`src/rtl/spinb_pkg.sv`:
```
/*
 * constants, register map and state type of the serial master with
 * nine-bit command mode.
 * assumes a 32-bit apb register bus and one core clock.
 */
package spinb_pkg;
    localparam logic [7:0] OFS_CTRL = 8'h00;
    localparam logic [7:0] OFS_FIFO = 8'h04;
    localparam logic [7:0] OFS_DIV = 8'h08;
    localparam logic [7:0] OFS_LEN = 8'h0C;
    localparam logic [7:0] OFS_HOLD = 8'h10;
    localparam logic [7:0] OFS_DC = 8'h14;
    localparam logic [7:0] OFS_MISC = 8'h18;
    localparam int B_LONG = 25;
    localparam int B_NDMA = 24;
    localparam int B_POL0 = 21;
    localparam int B_RXF = 20;
    localparam int B_RXR = 19;
    localparam int B_TXR = 18;
    localparam int B_RXD = 17;
    localparam int B_DONE = 16;
    localparam int B_NINE = 13;
    localparam int B_RDIR = 12;
    localparam int B_ADES = 11;
    localparam int B_DMAEN = 8;
    localparam int B_TA = 7;
    localparam int B_SPOL = 6;
    localparam int B_CLRRX = 5;
    localparam int B_CLRTX = 4;
    localparam int B_CLOCK_POLARITY = 3;
    localparam int B_CLOCK_PHASE = 2;
    localparam logic [31:0] CTRL_WMASK = 32'h03E0_FFCF;
    localparam logic [31:0] CTRL_RST = 32'h0000_1000;
    localparam logic [31:0] REG_RST = 32'h0000_0000;
    localparam logic [2:0] CS_RST = 3'h7;
    localparam logic OE_RST = 1'h1;
    localparam int DEPTH = 16;
    localparam int AW = 4;
    localparam logic [4:0] RXR_LEVEL = 5'h0C;
    localparam logic [7:0] CMD_R24 = 8'h04;
    localparam logic [7:0] CMD_R32 = 8'h09;
    localparam logic [7:0] CMD_B1_LO = 8'h0A;
    localparam logic [7:0] CMD_B1_HI = 8'h0F;
    localparam logic [7:0] CMD_B2_LO = 8'hDA;
    localparam logic [7:0] CMD_B2_HI = 8'hDC;
    localparam logic [5:0] NB_BYTE = 6'h08;
    localparam logic [5:0] NB_R24 = 6'h18;
    localparam logic [5:0] NB_R32 = 6'h20;
    localparam logic [5:0] NB_NINE = 6'h09;
    localparam logic [5:0] NB_NINE_LONG = 6'h24;
    localparam logic [15:0] DIV_ZERO_HALF = 16'h8000;
    typedef enum logic [1:0] {ST_IDLE, ST_RUN, ST_HOLD} spinb_state_t;
endpackage : spinb_pkg

```
`src/rtl/spinb_top.sv`:
```
/*
 * serial master with plain spi and nine-bit command/parameter mode,
 * apb slave registers, transmit and receive fifos, serial engine.
 * assumes an apb master on clk_sys_i; miso_i comes from a pin and the
 * bench resolves the shared data wire from mosi_oe_o.
 */
`timescale 1ns/1ps
// Operation
// - nine-bit frames carry type flag plus byte
// - detected read command runs whole read itself
// - codes 0A-0F, DA-DC read one byte
// - code 04 reads a 24-bit word
// - code 09 reads 32 bits msb first
// - with nine-bit dma, long word bit selects byte or word writes
// - nine-bit dma enable bit, resets zero
// - per-select polarity bits, active low default
// - full rx fifo stops serial traffic
// - tx room flag, reads one after reset
// - rx data flag while fifo not empty
// - done flag after transfer, cleared by tx fifo writes
// - mode bit picks plain or nine-bit master
// - in plain mode, read direction with misc bit 0 set turns shared wire around
// - auto deselect after programmed dma length
// - registers decoded at fixed word offsets
// - inactive transfer parks selects, loads config
// - clock polarity and phase shape sclk
// - data shifted msb first both ways
module spinb_top (
    input logic clk_sys_i,
    input logic rst_n_i,
    input logic psel_i,
    input logic penable_i,
    input logic pwrite_i,
    input logic [7:0] paddr_i,
    input logic [31:0] pwdata_i,
    output logic [31:0] prdata_o,
    output logic pready_o,
    output logic pslverr_o,
    output logic sclk_o,
    output logic mosi_o,
    output logic mosi_oe_o,
    input logic miso_i,
    output logic [2:0] cs_o
);
    localparam int DEPTH = spinb_pkg::DEPTH;
    localparam int AW = spinb_pkg::AW;

    logic [1:0] rst_sync_ff;
    logic rst_n;
    logic [1:0] miso_sync_ff;
    logic miso_s;

    always_ff @(posedge clk_sys_i or negedge rst_n_i) begin
        if (!rst_n_i) begin
            rst_sync_ff <= 2'h0;
        end else begin
            rst_sync_ff <= {rst_sync_ff[0], 1'h1};
        end
    end
    assign rst_n = rst_sync_ff[1];

    // pin input, two stages before use
    always_ff @(posedge clk_sys_i or negedge rst_n) begin
        if (!rst_n) begin
            miso_sync_ff <= 2'h0;
        end else begin
            miso_sync_ff <= {miso_sync_ff[0], miso_i};
        end
    end
    assign miso_s = miso_sync_ff[1];

    logic [31:0] ctrl_ff, nxt_ctrl, len_ff, nxt_len, div_ff, nxt_div;
    logic [31:0] hold_ff, nxt_hold, dc_ff, nxt_dc;
    logic misc_ff, nxt_misc, desel_ff, nxt_desel;
    logic [15:0] cnt_ff, nxt_cnt;
    logic [2:0] cs_ff, nxt_cs, pol_vec;
    logic [31:0] tx_mem_ff [DEPTH];
    logic [31:0] nxt_tx_mem [DEPTH];
    logic [31:0] rx_mem_ff [DEPTH];
    logic [31:0] nxt_rx_mem [DEPTH];
    logic [DEPTH-1:0] tx_long_ff, nxt_tx_long;
    logic [AW:0] tx_wp_ff, nxt_tx_wp, tx_rp_ff, nxt_tx_rp;
    logic [AW:0] rx_wp_ff, nxt_rx_wp, rx_rp_ff, nxt_rx_rp;
    logic pready_ff, nxt_pready, slverr_ff, nxt_slverr;
    logic [31:0] prdata_ff, nxt_prdata, status, wdat;
    spinb_pkg::spinb_state_t st_ff, nxt_st;
    logic [15:0] div_cnt_ff, nxt_div_cnt, hold_cnt_ff, nxt_hold_cnt, half;
    logic phase_ff, nxt_phase, push_ff, nxt_push;
    logic [5:0] bit_ff, nxt_bit, tot_ff, nxt_tot, txb_ff, nxt_txb, rd_bits;
    logic [35:0] osr_ff, nxt_osr;
    logic [31:0] isr_ff, nxt_isr, head;
    logic sclk_ff, nxt_sclk, mosi_ff, nxt_mosi, oe_ff, nxt_oe;
    logic [AW:0] tx_cnt, rx_cnt;
    logic tx_empty, tx_full, rx_empty, rx_full, ta, nine, dma_on, head_long;
    logic acc, xfer, wr_ctrl, wr_fifo, rd_fifo, clr_tx, clr_rx;
    logic start, tick, rx_push, push_tx;

    assign tx_cnt = tx_wp_ff - tx_rp_ff;
    assign rx_cnt = rx_wp_ff - rx_rp_ff;
    assign tx_empty = (tx_cnt == '0);
    assign tx_full = tx_cnt[AW];
    assign rx_empty = (rx_cnt == '0);
    assign rx_full = rx_cnt[AW];
    assign ta = ctrl_ff[spinb_pkg::B_TA];
    assign nine = ctrl_ff[spinb_pkg::B_NINE];
    assign dma_on = ctrl_ff[spinb_pkg::B_DMAEN] | (nine & ctrl_ff[spinb_pkg::B_NDMA]);
    assign acc = psel_i & penable_i;
    assign xfer = acc & pready_ff;
    assign wr_ctrl = xfer & pwrite_i & (paddr_i == spinb_pkg::OFS_CTRL);
    assign wr_fifo = xfer & pwrite_i & (paddr_i == spinb_pkg::OFS_FIFO);
    assign rd_fifo = xfer & ~pwrite_i & (paddr_i == spinb_pkg::OFS_FIFO);
    assign wdat = pwdata_i & spinb_pkg::CTRL_WMASK;
    assign head = tx_mem_ff[tx_rp_ff[AW-1:0]];
    assign head_long = tx_long_ff[tx_rp_ff[AW-1:0]];
    // a frame starts only with a free rx slot, so it never overruns
    assign start = (st_ff == spinb_pkg::ST_IDLE) & ta & ~desel_ff & ~tx_empty & ~rx_full;
    assign tick = (div_cnt_ff == 16'h0000);
    assign half = (div_ff[15:0] == 16'h0000) ? spinb_pkg::DIV_ZERO_HALF :
                  (div_ff[15:1] == 15'h0000) ? 16'h0001 : {1'h0, div_ff[15:1]};

    // read command decode on the head entry; type flag low means command
    always_comb begin
        rd_bits = 6'h00;
        if (!head[8]) begin
            if ((head[7:0] >= spinb_pkg::CMD_B1_LO && head[7:0] <= spinb_pkg::CMD_B1_HI) ||
                (head[7:0] >= spinb_pkg::CMD_B2_LO && head[7:0] <= spinb_pkg::CMD_B2_HI)) begin
                rd_bits = spinb_pkg::NB_BYTE;
            end else if (head[7:0] == spinb_pkg::CMD_R24) begin
                rd_bits = spinb_pkg::NB_R24;
            end else if (head[7:0] == spinb_pkg::CMD_R32) begin
                rd_bits = spinb_pkg::NB_R32;
            end
        end
    end

    always_comb begin
        status = ctrl_ff;
        status[spinb_pkg::B_RXF] = rx_full;
        status[spinb_pkg::B_RXR] = ta & (rx_cnt >= spinb_pkg::RXR_LEVEL);
        status[spinb_pkg::B_TXR] = ~tx_full;
        status[spinb_pkg::B_RXD] = ~rx_empty;
        status[spinb_pkg::B_DONE] = ta & tx_empty & (st_ff == spinb_pkg::ST_IDLE);
    end

    // apb slave, one wait state; reads return state of the cycle before pready
    always_comb begin
        nxt_pready = acc & ~pready_ff;
        nxt_prdata = prdata_ff;
        nxt_slverr = 1'h0;
        if (acc && !pready_ff) begin
            nxt_prdata = spinb_pkg::REG_RST;
            case (paddr_i)
                spinb_pkg::OFS_CTRL: nxt_prdata = status;
                spinb_pkg::OFS_FIFO: nxt_prdata = rx_empty ? spinb_pkg::REG_RST : rx_mem_ff[rx_rp_ff[AW-1:0]];
                spinb_pkg::OFS_DIV: nxt_prdata = div_ff;
                spinb_pkg::OFS_LEN: nxt_prdata = len_ff;
                spinb_pkg::OFS_HOLD: nxt_prdata = hold_ff;
                spinb_pkg::OFS_DC: nxt_prdata = dc_ff;
                spinb_pkg::OFS_MISC: nxt_prdata = {31'h0, misc_ff};
                default: nxt_slverr = 1'h1;
            endcase
            if (pwrite_i) begin
                nxt_prdata = spinb_pkg::REG_RST;
            end
        end
    end

    always_ff @(posedge clk_sys_i or negedge rst_n) begin
        if (!rst_n) begin
            pready_ff <= 1'h0;
            slverr_ff <= 1'h0;
            prdata_ff <= spinb_pkg::REG_RST;
        end else begin
            pready_ff <= nxt_pready;
            slverr_ff <= nxt_slverr;
            prdata_ff <= nxt_prdata;
        end
    end

    // control registers; bits 15:14 are storage only
    always_comb begin
        nxt_ctrl = ctrl_ff;
        nxt_len = len_ff;
        nxt_div = div_ff;
        nxt_hold = hold_ff;
        nxt_dc = dc_ff;
        nxt_misc = misc_ff;
        nxt_desel = desel_ff;
        nxt_cnt = cnt_ff;
        clr_tx = 1'h0;
        clr_rx = 1'h0;
        if (wr_ctrl) begin
            nxt_ctrl = wdat;
            clr_tx = pwdata_i[spinb_pkg::B_CLRTX];
            clr_rx = pwdata_i[spinb_pkg::B_CLRRX];
        end
        if (wr_fifo && !ta) begin
            nxt_ctrl[7:0] = wdat[7:0];
            nxt_len[15:0] = pwdata_i[15:0];
            clr_tx = pwdata_i[spinb_pkg::B_CLRTX];
            clr_rx = pwdata_i[spinb_pkg::B_CLRRX];
        end
        if (xfer && pwrite_i) begin
            case (paddr_i)
                spinb_pkg::OFS_DIV: nxt_div = pwdata_i;
                spinb_pkg::OFS_LEN: nxt_len = pwdata_i;
                spinb_pkg::OFS_HOLD: nxt_hold = pwdata_i;
                spinb_pkg::OFS_DC: nxt_dc = pwdata_i;
                spinb_pkg::OFS_MISC: nxt_misc = pwdata_i[0];
                default: nxt_misc = misc_ff;
            endcase
        end
        if (!ta) begin
            nxt_cnt = 16'h0000;
            nxt_desel = 1'h0;
        end else begin
            if (start && dma_on) begin
                nxt_cnt = cnt_ff + (head_long ? 16'h0004 : 16'h0001);
            end
            // waits for the engine so the select spans the last frame
            if (ctrl_ff[spinb_pkg::B_ADES] && dma_on && (st_ff == spinb_pkg::ST_IDLE) && !start &&
                (len_ff[15:0] != 16'h0000) && (cnt_ff >= len_ff[15:0])) begin
                nxt_desel = 1'h1;
            end
        end
    end

    for (genvar g = 0; g < 3; g++) begin : g_cs
        assign pol_vec[g] = ctrl_ff[spinb_pkg::B_POL0 + g] | ctrl_ff[spinb_pkg::B_SPOL];
        assign nxt_cs[g] = (ta & ~desel_ff & (ctrl_ff[1:0] == 2'(g))) ~^ pol_vec[g];
    end

    always_ff @(posedge clk_sys_i or negedge rst_n) begin
        if (!rst_n) begin
            ctrl_ff <= spinb_pkg::CTRL_RST;
            len_ff <= spinb_pkg::REG_RST;
            div_ff <= spinb_pkg::REG_RST;
            hold_ff <= spinb_pkg::REG_RST;
            dc_ff <= spinb_pkg::REG_RST;
            misc_ff <= 1'h0;
            desel_ff <= 1'h0;
            cnt_ff <= 16'h0000;
            cs_ff <= spinb_pkg::CS_RST;
        end else begin
            ctrl_ff <= nxt_ctrl;
            len_ff <= nxt_len;
            div_ff <= nxt_div;
            hold_ff <= nxt_hold;
            dc_ff <= nxt_dc;
            misc_ff <= nxt_misc;
            desel_ff <= nxt_desel;
            cnt_ff <= nxt_cnt;
            cs_ff <= nxt_cs;
        end
    end

    // fifos; a write to a full tx fifo is dropped
    assign push_tx = wr_fifo & ta & ~tx_full;
    always_comb begin
        nxt_tx_mem = tx_mem_ff;
        nxt_tx_long = tx_long_ff;
        nxt_rx_mem = rx_mem_ff;
        nxt_tx_wp = tx_wp_ff + {{AW{1'h0}}, push_tx};
        nxt_tx_rp = clr_tx ? tx_wp_ff : tx_rp_ff + {{AW{1'h0}}, start};
        nxt_rx_wp = rx_wp_ff + {{AW{1'h0}}, rx_push};
        nxt_rx_rp = clr_rx ? rx_wp_ff : rx_rp_ff + {{AW{1'h0}}, rd_fifo & ~rx_empty};
        if (push_tx) begin
            nxt_tx_mem[tx_wp_ff[AW-1:0]] = pwdata_i;
            nxt_tx_long[tx_wp_ff[AW-1:0]] = (nine & ctrl_ff[spinb_pkg::B_NDMA] &
                ctrl_ff[spinb_pkg::B_LONG]) | (~nine & ctrl_ff[spinb_pkg::B_DMAEN]);
        end
        if (rx_push) begin
            nxt_rx_mem[rx_wp_ff[AW-1:0]] = isr_ff;
        end
    end

    always_ff @(posedge clk_sys_i or negedge rst_n) begin
        if (!rst_n) begin
            tx_mem_ff <= '{default: 32'h0000_0000};
            rx_mem_ff <= '{default: 32'h0000_0000};
            tx_long_ff <= '0;
            tx_wp_ff <= '0;
            tx_rp_ff <= '0;
            rx_wp_ff <= '0;
            rx_rp_ff <= '0;
        end else begin
            tx_mem_ff <= nxt_tx_mem;
            rx_mem_ff <= nxt_rx_mem;
            tx_long_ff <= nxt_tx_long;
            tx_wp_ff <= nxt_tx_wp;
            tx_rp_ff <= nxt_tx_rp;
            rx_wp_ff <= nxt_rx_wp;
            rx_rp_ff <= nxt_rx_rp;
        end
    end

    // serial engine; sampling uses the synchronised pin, two cycles late
    always_comb begin
        nxt_st = st_ff;
        nxt_div_cnt = div_cnt_ff;
        nxt_hold_cnt = hold_cnt_ff;
        nxt_phase = phase_ff;
        nxt_bit = bit_ff;
        nxt_tot = tot_ff;
        nxt_txb = txb_ff;
        nxt_osr = osr_ff;
        nxt_isr = isr_ff;
        nxt_push = push_ff;
        rx_push = 1'h0;
        case (st_ff)
            spinb_pkg::ST_IDLE: begin
                if (start) begin
                    nxt_st = spinb_pkg::ST_RUN;
                    nxt_div_cnt = half - 16'h0001;
                    nxt_phase = 1'h0;
                    nxt_bit = 6'h00;
                    nxt_isr = 32'h0000_0000;
                    if (nine && head_long) begin
                        nxt_osr = {1'h1, head[31:24], 1'h1, head[23:16], 1'h1, head[15:8], 1'h1, head[7:0]};
                        nxt_txb = spinb_pkg::NB_NINE_LONG;
                        nxt_tot = spinb_pkg::NB_NINE_LONG;
                        nxt_push = 1'h0;
                    end else if (nine) begin
                        nxt_osr = {head[8:0], 27'h0};
                        nxt_txb = spinb_pkg::NB_NINE;
                        nxt_tot = spinb_pkg::NB_NINE + rd_bits;
                        nxt_push = (rd_bits != 6'h00);
                    end else if (head_long) begin
                        nxt_osr = {head, 4'h0};
                        nxt_txb = spinb_pkg::NB_R32;
                        nxt_tot = spinb_pkg::NB_R32;
                        nxt_push = 1'h1;
                    end else begin
                        nxt_osr = {head[7:0], 28'h0};
                        nxt_txb = spinb_pkg::NB_BYTE;
                        nxt_tot = spinb_pkg::NB_BYTE;
                        nxt_push = 1'h1;
                    end
                end
            end
            spinb_pkg::ST_RUN: begin
                if (tick) begin
                    nxt_div_cnt = half - 16'h0001;
                    if (!phase_ff) begin
                        nxt_phase = 1'h1;
                        if (!nine || bit_ff >= txb_ff) begin
                            nxt_isr = {isr_ff[30:0], miso_s};
                        end
                    end else begin
                        nxt_phase = 1'h0;
                        nxt_bit = bit_ff + 6'h01;
                        nxt_osr = {osr_ff[34:0], 1'h0};
                        if (nxt_bit == tot_ff) begin
                            rx_push = push_ff;
                            nxt_hold_cnt = hold_ff[15:0];
                            nxt_st = (nine && hold_ff[15:0] != 16'h0000) ? spinb_pkg::ST_HOLD : spinb_pkg::ST_IDLE;
                        end
                    end
                end else begin
                    nxt_div_cnt = div_cnt_ff - 16'h0001;
                end
            end
            spinb_pkg::ST_HOLD: begin
                nxt_hold_cnt = hold_cnt_ff - 16'h0001;
                if (hold_cnt_ff <= 16'h0001) begin
                    nxt_st = spinb_pkg::ST_IDLE;
                end
            end
            default: nxt_st = spinb_pkg::ST_IDLE;
        endcase
        nxt_sclk = ctrl_ff[spinb_pkg::B_CLOCK_POLARITY];
        if (nxt_st == spinb_pkg::ST_RUN) begin
            nxt_sclk = ctrl_ff[spinb_pkg::B_CLOCK_POLARITY] ^ ctrl_ff[spinb_pkg::B_CLOCK_PHASE] ^ nxt_phase;
        end
        nxt_mosi = nxt_osr[35];
        nxt_oe = ~((nine & (nxt_st == spinb_pkg::ST_RUN) & (nxt_bit >= nxt_txb)) |
                   (~nine & misc_ff & ctrl_ff[spinb_pkg::B_RDIR]));
    end

    always_ff @(posedge clk_sys_i or negedge rst_n) begin
        if (!rst_n) begin
            st_ff <= spinb_pkg::ST_IDLE;
            div_cnt_ff <= 16'h0000;
            hold_cnt_ff <= 16'h0000;
            phase_ff <= 1'h0;
            bit_ff <= 6'h00;
            tot_ff <= 6'h00;
            txb_ff <= 6'h00;
            osr_ff <= 36'h0_0000_0000;
            isr_ff <= 32'h0000_0000;
            push_ff <= 1'h0;
            sclk_ff <= 1'h0;
            mosi_ff <= 1'h0;
            oe_ff <= spinb_pkg::OE_RST;
        end else begin
            st_ff <= nxt_st;
            div_cnt_ff <= nxt_div_cnt;
            hold_cnt_ff <= nxt_hold_cnt;
            phase_ff <= nxt_phase;
            bit_ff <= nxt_bit;
            tot_ff <= nxt_tot;
            txb_ff <= nxt_txb;
            osr_ff <= nxt_osr;
            isr_ff <= nxt_isr;
            push_ff <= nxt_push;
            sclk_ff <= nxt_sclk;
            mosi_ff <= nxt_mosi;
            oe_ff <= nxt_oe;
        end
    end

    assign prdata_o = prdata_ff;
    assign pready_o = pready_ff;
    assign pslverr_o = slverr_ff;
    assign sclk_o = sclk_ff;
    assign mosi_o = mosi_ff;
    assign mosi_oe_o = oe_ff;
    assign cs_o = cs_ff;
endmodule : spinb_top

```
`config.mk`:
```
export PLATFORM = sky130hd
export DESIGN_NAME = spinb_top
export DESIGN_NICKNAME = d
export VERILOG_FILES = /design/src/rtl/spinb_pkg.sv /design/src/rtl/spinb_top.sv
export SDC_FILE = /design/constraint.sdc
export NUM_CORES = 2
export LEC_CHECK = 0
export ABC_AREA = 1
export BUFFER_PORTS_ARGS = -buffer_cell sky130_fd_sc_hd__buf_2
export CORE_MARGIN = 1.5
export CORE_UTILIZATION = 25
export CTS_BUF_LIST = sky130_fd_sc_hd__clkbuf_4 sky130_fd_sc_hd__clkbuf_8
export DETAILED_ROUTE_END_ITERATION = 7
export HOLD_SLACK_MARGIN = 0.05
export PLACE_DENSITY = 0.48
export SLEW_MARGIN = 10
export SYNTH_ARGS = -nofsm -noshare
export SYNTH_HDL_FRONTEND = slang
export SYNTH_SLANG_ARGS = --single-unit
```
`constraint.sdc`:
```
create_clock -name clk_sys_i -period 82.4 [get_ports clk_sys_i]
set_clock_uncertainty 0.1 [all_clocks]
set_input_delay 4.12 -clock clk_sys_i [delete_from_list [all_inputs] [get_ports clk_sys_i]]
set_output_delay 4.12 -clock clk_sys_i [all_outputs]
set_load 0.05 [all_outputs]
```
==> impl_metrics.csv <==
group,metric,value,unit
outcome,status,"finished, final reports clean",
floorplan,die_w,510,µm
sta,slew_headroom,14.4,%
sta,fin_tns_setup,0,ns
clocking,path_clk_slew,0.06,ns
sta,setup_violations,0,
clocking,cts_resized,0,
sta,finalCritPeriodShare,9.03,%
floorplan,start_util,25.1,%
route,drcViolationCount,0,
cells_and_area,drive_above_1_share,9.86,%
cells_and_area,syn2layout_area_growth,12.5,%
clocking,holdBufCountCts,0,
sta,hold_viol,0,
sta,rsz0062_at_grt,"false",
placement,hpwlAfterDp,130000,µm
critical_path,path_max_fanout,33,
critical_path,cp_num_buf_inv,2,
grt,grt.total_usage,17.0,%
clocking,cts_inserted_buffers,240,
clocking,cts_setup_buffers,0,
cells_and_area,nNetsFinal,7650,
pwr,clkPwrFrac,49.1,%
route,vias,54000,
yosys,synth_top_family_by_area,"simple AND/OR/NAND/NOR gates",
yosys,synth_edf_count,0,
yosys,syn_area,64400,µm²
route,detail_route.wl_per_cell,20.2,µm
critical_path,cpMostUsedCell,"nand2_1",
yosys,synthXorXnorAreaFrac,0.610,%
pwr,swShare,23.6,%
clocking,cts-root-buf,"clkbuf_8",
grt,grt_max_degree,170,
clocking,htree_num_levels,4,
worst_hold_path,min_path_type,"flop to flop",
yosys,synth_ff_type,"dfrtp_1",
sta,tightest_slew,1.27,ns
route,avgViaCountPerCell,4.85,
pwr,internal_power,0.00107,W
route,antenna_left,0,
route,firstDrtPassIters,6,
clocking,clock_sinks,1389,
critical_path,worstPathRequired,83.16,ns
critical_path,critical_path_class,"input pin to flop",
grt,grt_util_met2,27.8,%
grt,grt_pass1_wl,339000,µm
flow_run,max-cap-violations,0,
pwr,power_density,19.4,nW/µm²
floorplan,dieArea,261000,µm²
yosys,async_flop_share,100,%
pwr,switchingPower,0.000331,W
floorplan,core_area,256000,µm²
yosys,ys_ff_latch,1389,
grt,grt_pass1_vias,51700,
route,drt_iter0_drc,5296,
grt,grt_overflow,0,
critical_path,max_stage_delay,1.00,ns
critical_path,crit_path_end_kind,"flop",
pwr,p_comb_share,2.0,%
yosys,muxShareOfSynthArea,0,%
yosys,syn_nets,7820,
pwr,seqPwrFrac,48.9,%
pwr,vdd_drop_max,0.0000132,V
route,drt_wl_total,225000,µm
yosys,yosys_warnings,0,
grt,grt_most_used_layer,"met2",
pwr,p_leak,32.8,nW
sta,min_period,7.44,ns
yosys,avgSynthCellArea,8.34,µm²
clocking,worstSkewPairLatency,1.02,ns
critical_path,critPathArrivalTime,8.20,ns
grt,use_met3,2.20,%
yosys,synth-adder-area-share,1.08,%
grt,met1_usage,22.9,%
yosys,syn_inst,7719,
floorplan,placementRows,186,
clocking,cts_max_path_buffers,3,
placement,port_buffers,85,
sta,fmax,0.134,GHz
yosys,yosysSeqAreaShare,54.0,%
critical_path,start_kind,"input pin",
pwr,total_power,0.00140,W
grt,antenna_found_initial,16,
critical_path,path_cells,"buf_2 > nor3_1 > nand2_1 > nor2_1 > nand2_1 > inv_1 > nand2_1 > nand2_1 > nand2_1 > o21ai_0",
clocking,tritoncts,"done",
sta,report.final.slew_viol_count,0,
critical_path,critPathTopFamily,"simple AND/OR/NAND/NOR gates",
floorplan,die_h,510,µm
yosys,synthSimpleGateAreaFrac,19.6,%
floorplan,ioPinCount,86,
yosys,synthDistinctLibCells,58,
yosys,synth_compound_area_share,18.5,%
placement,place_congestion,0.845,
critical_path,cp_slowest_cell,"nand2_1",
-- cell type report --
cell class              count  area (µm²)
well taps                3384        4230
flip-flops and latches   1389       34800
repair buffers            174        1140
clock inverters            40         432
diodes                      5        12.5
multi-input cells        5415       25700
inverters                 329        1260
fillers                 27600      184000
clock buffers             392        4840
-- per-layer routing --
metal	share of wire (%)	wire, µm
met2	47	105000
met4	3.5	7920
met5	0.012	26
met1	45	101000
met3	5.0	11200
-- state kept, by name, summed over array words and instances, names as in the netlist, 3 cells and up --
| signal | count |
|---|---|
| div_ff | 32 |
| hold_cnt_ff | 16 |
| hold_ff | 32 |
| rx_mem_ff | 512 |
| dc_ff | 32 |
| isr_ff | 32 |
| cs_o | 3 |
| rx_rp_ff | 5 |
| len_ff | 32 |
| ctrl_ff | 19 |
| bit_ff | 6 |
| tx_wp_ff | 5 |
| prdata_o | 32 |
| div_cnt_ff | 16 |
| tx_mem_ff | 512 |
| tx_rp_ff | 5 |
| tx_long_ff | 16 |
| osr_ff | 35 |
| rx_wp_ff | 5 |
| tot_ff | 5 |
| txb_ff | 6 |
| cnt_ff | 16 |
-- cell usage after synthesis, drive strengths merged (30+ instances only) --
cell type / number / area (µm²)
clkbuf: 443 / 1660
o21ai: 1727 / 8820
a21oi: 110 / 558
nand3: 311 / 1560
dfrtp: 1384 / 34600
xor2: 33 / 297
a32o: 36 / 360
o22ai: 62 / 388
buf: 143 / 1080
nand4: 30 / 188
nand2: 2171 / 8320
nor2: 614 / 2330
inv: 322 / 1210
ha: 54 / 676
o211ai: 60 / 450
-- metrics by stage --
step           util (%)  instances  instance area (µm²)  setup WS [ns]  hold slack [ns]
2_1_floorplan         -       7719                64400          40.72            0.231
3_3_place_gp       26.2      10700                67200          74.15            0.234
3_5_place_dp       26.2      10700                67200          74.05            0.236
4_1_cts            28.2      11100                72400          75.11            0.247
5_1_grt            28.2      11100                72400          74.65            0.267
6_report           28.2      11100                72400          74.96            0.246
-- final timing paths --
kind	start	end	slack, ns	cells after the start
min in group asynchronous	rst_sync_ff[1]	rx_mem_ff[506]	0.29	0
hold / removal	rst_sync_ff[0]	rst_sync_ff[1]	0.25	0
setup reg to reg	tx_rp_ff[0]	tot_ff[4]	76.85	17
hold reg to reg	rst_sync_ff[0]	rst_sync_ff[1]	0.25	0
max in group asynchronous	rst_sync_ff[1]	tx_rp_ff[2]	77.88	4
setup / recovery	paddr_i[5]	len_ff[6]	74.96	10
-- cells in the final DEF, fill, tap and decap left out, drive strengths merged, types with 17 or more instances in the layout --
cell type	netlist	final
ha	54	54
a21oi	110	110
dfrtp	1384	1384
nand4	30	30
clkbuf	443	392
o22ai	62	62
o221a	26	26
nor3	26	26
a32o	36	36
clkinv	7	37
xor2	33	33
o221ai	29	29
buf	143	174
nand2	2171	2171
nor2	614	614
nand3	311	311
o2111ai	17	17
o211ai	60	60
o21ai	1727	1727
inv	322	327
-- power by group through the flow --
stage,Combinational [W],Clock [W],Sequential (W)
global route,0.0000317,0.000737,0.000685
finish,0.0000278,0.000689,0.000685
CTS,0.0000289,0.000706,0.000685
floorplan,0.00000650,0,0.000708
global placement,0.0000286,0,0.000698
detailed placement,0.0000289,0,0.000698
-- kinds of logic (layout without fill, tap and decap cells) --
| kind of cell | count (synthesis) | in the layout |
|---|---|---|
| AO/OA/AOI/OAI | 2149 | 2149 |
| other | 1 | 6 |
| adder cells (fa/ha/maj) | 55 | 55 |
| XOR/XNOR | 44 | 44 |
| AND/OR/NAND/NOR | 3166 | 3166 |
| flip-flops | 1389 | 1389 |
| buffers and inverters | 915 | 935 |
Note: power is estimated with default switching activity, not from simulation.
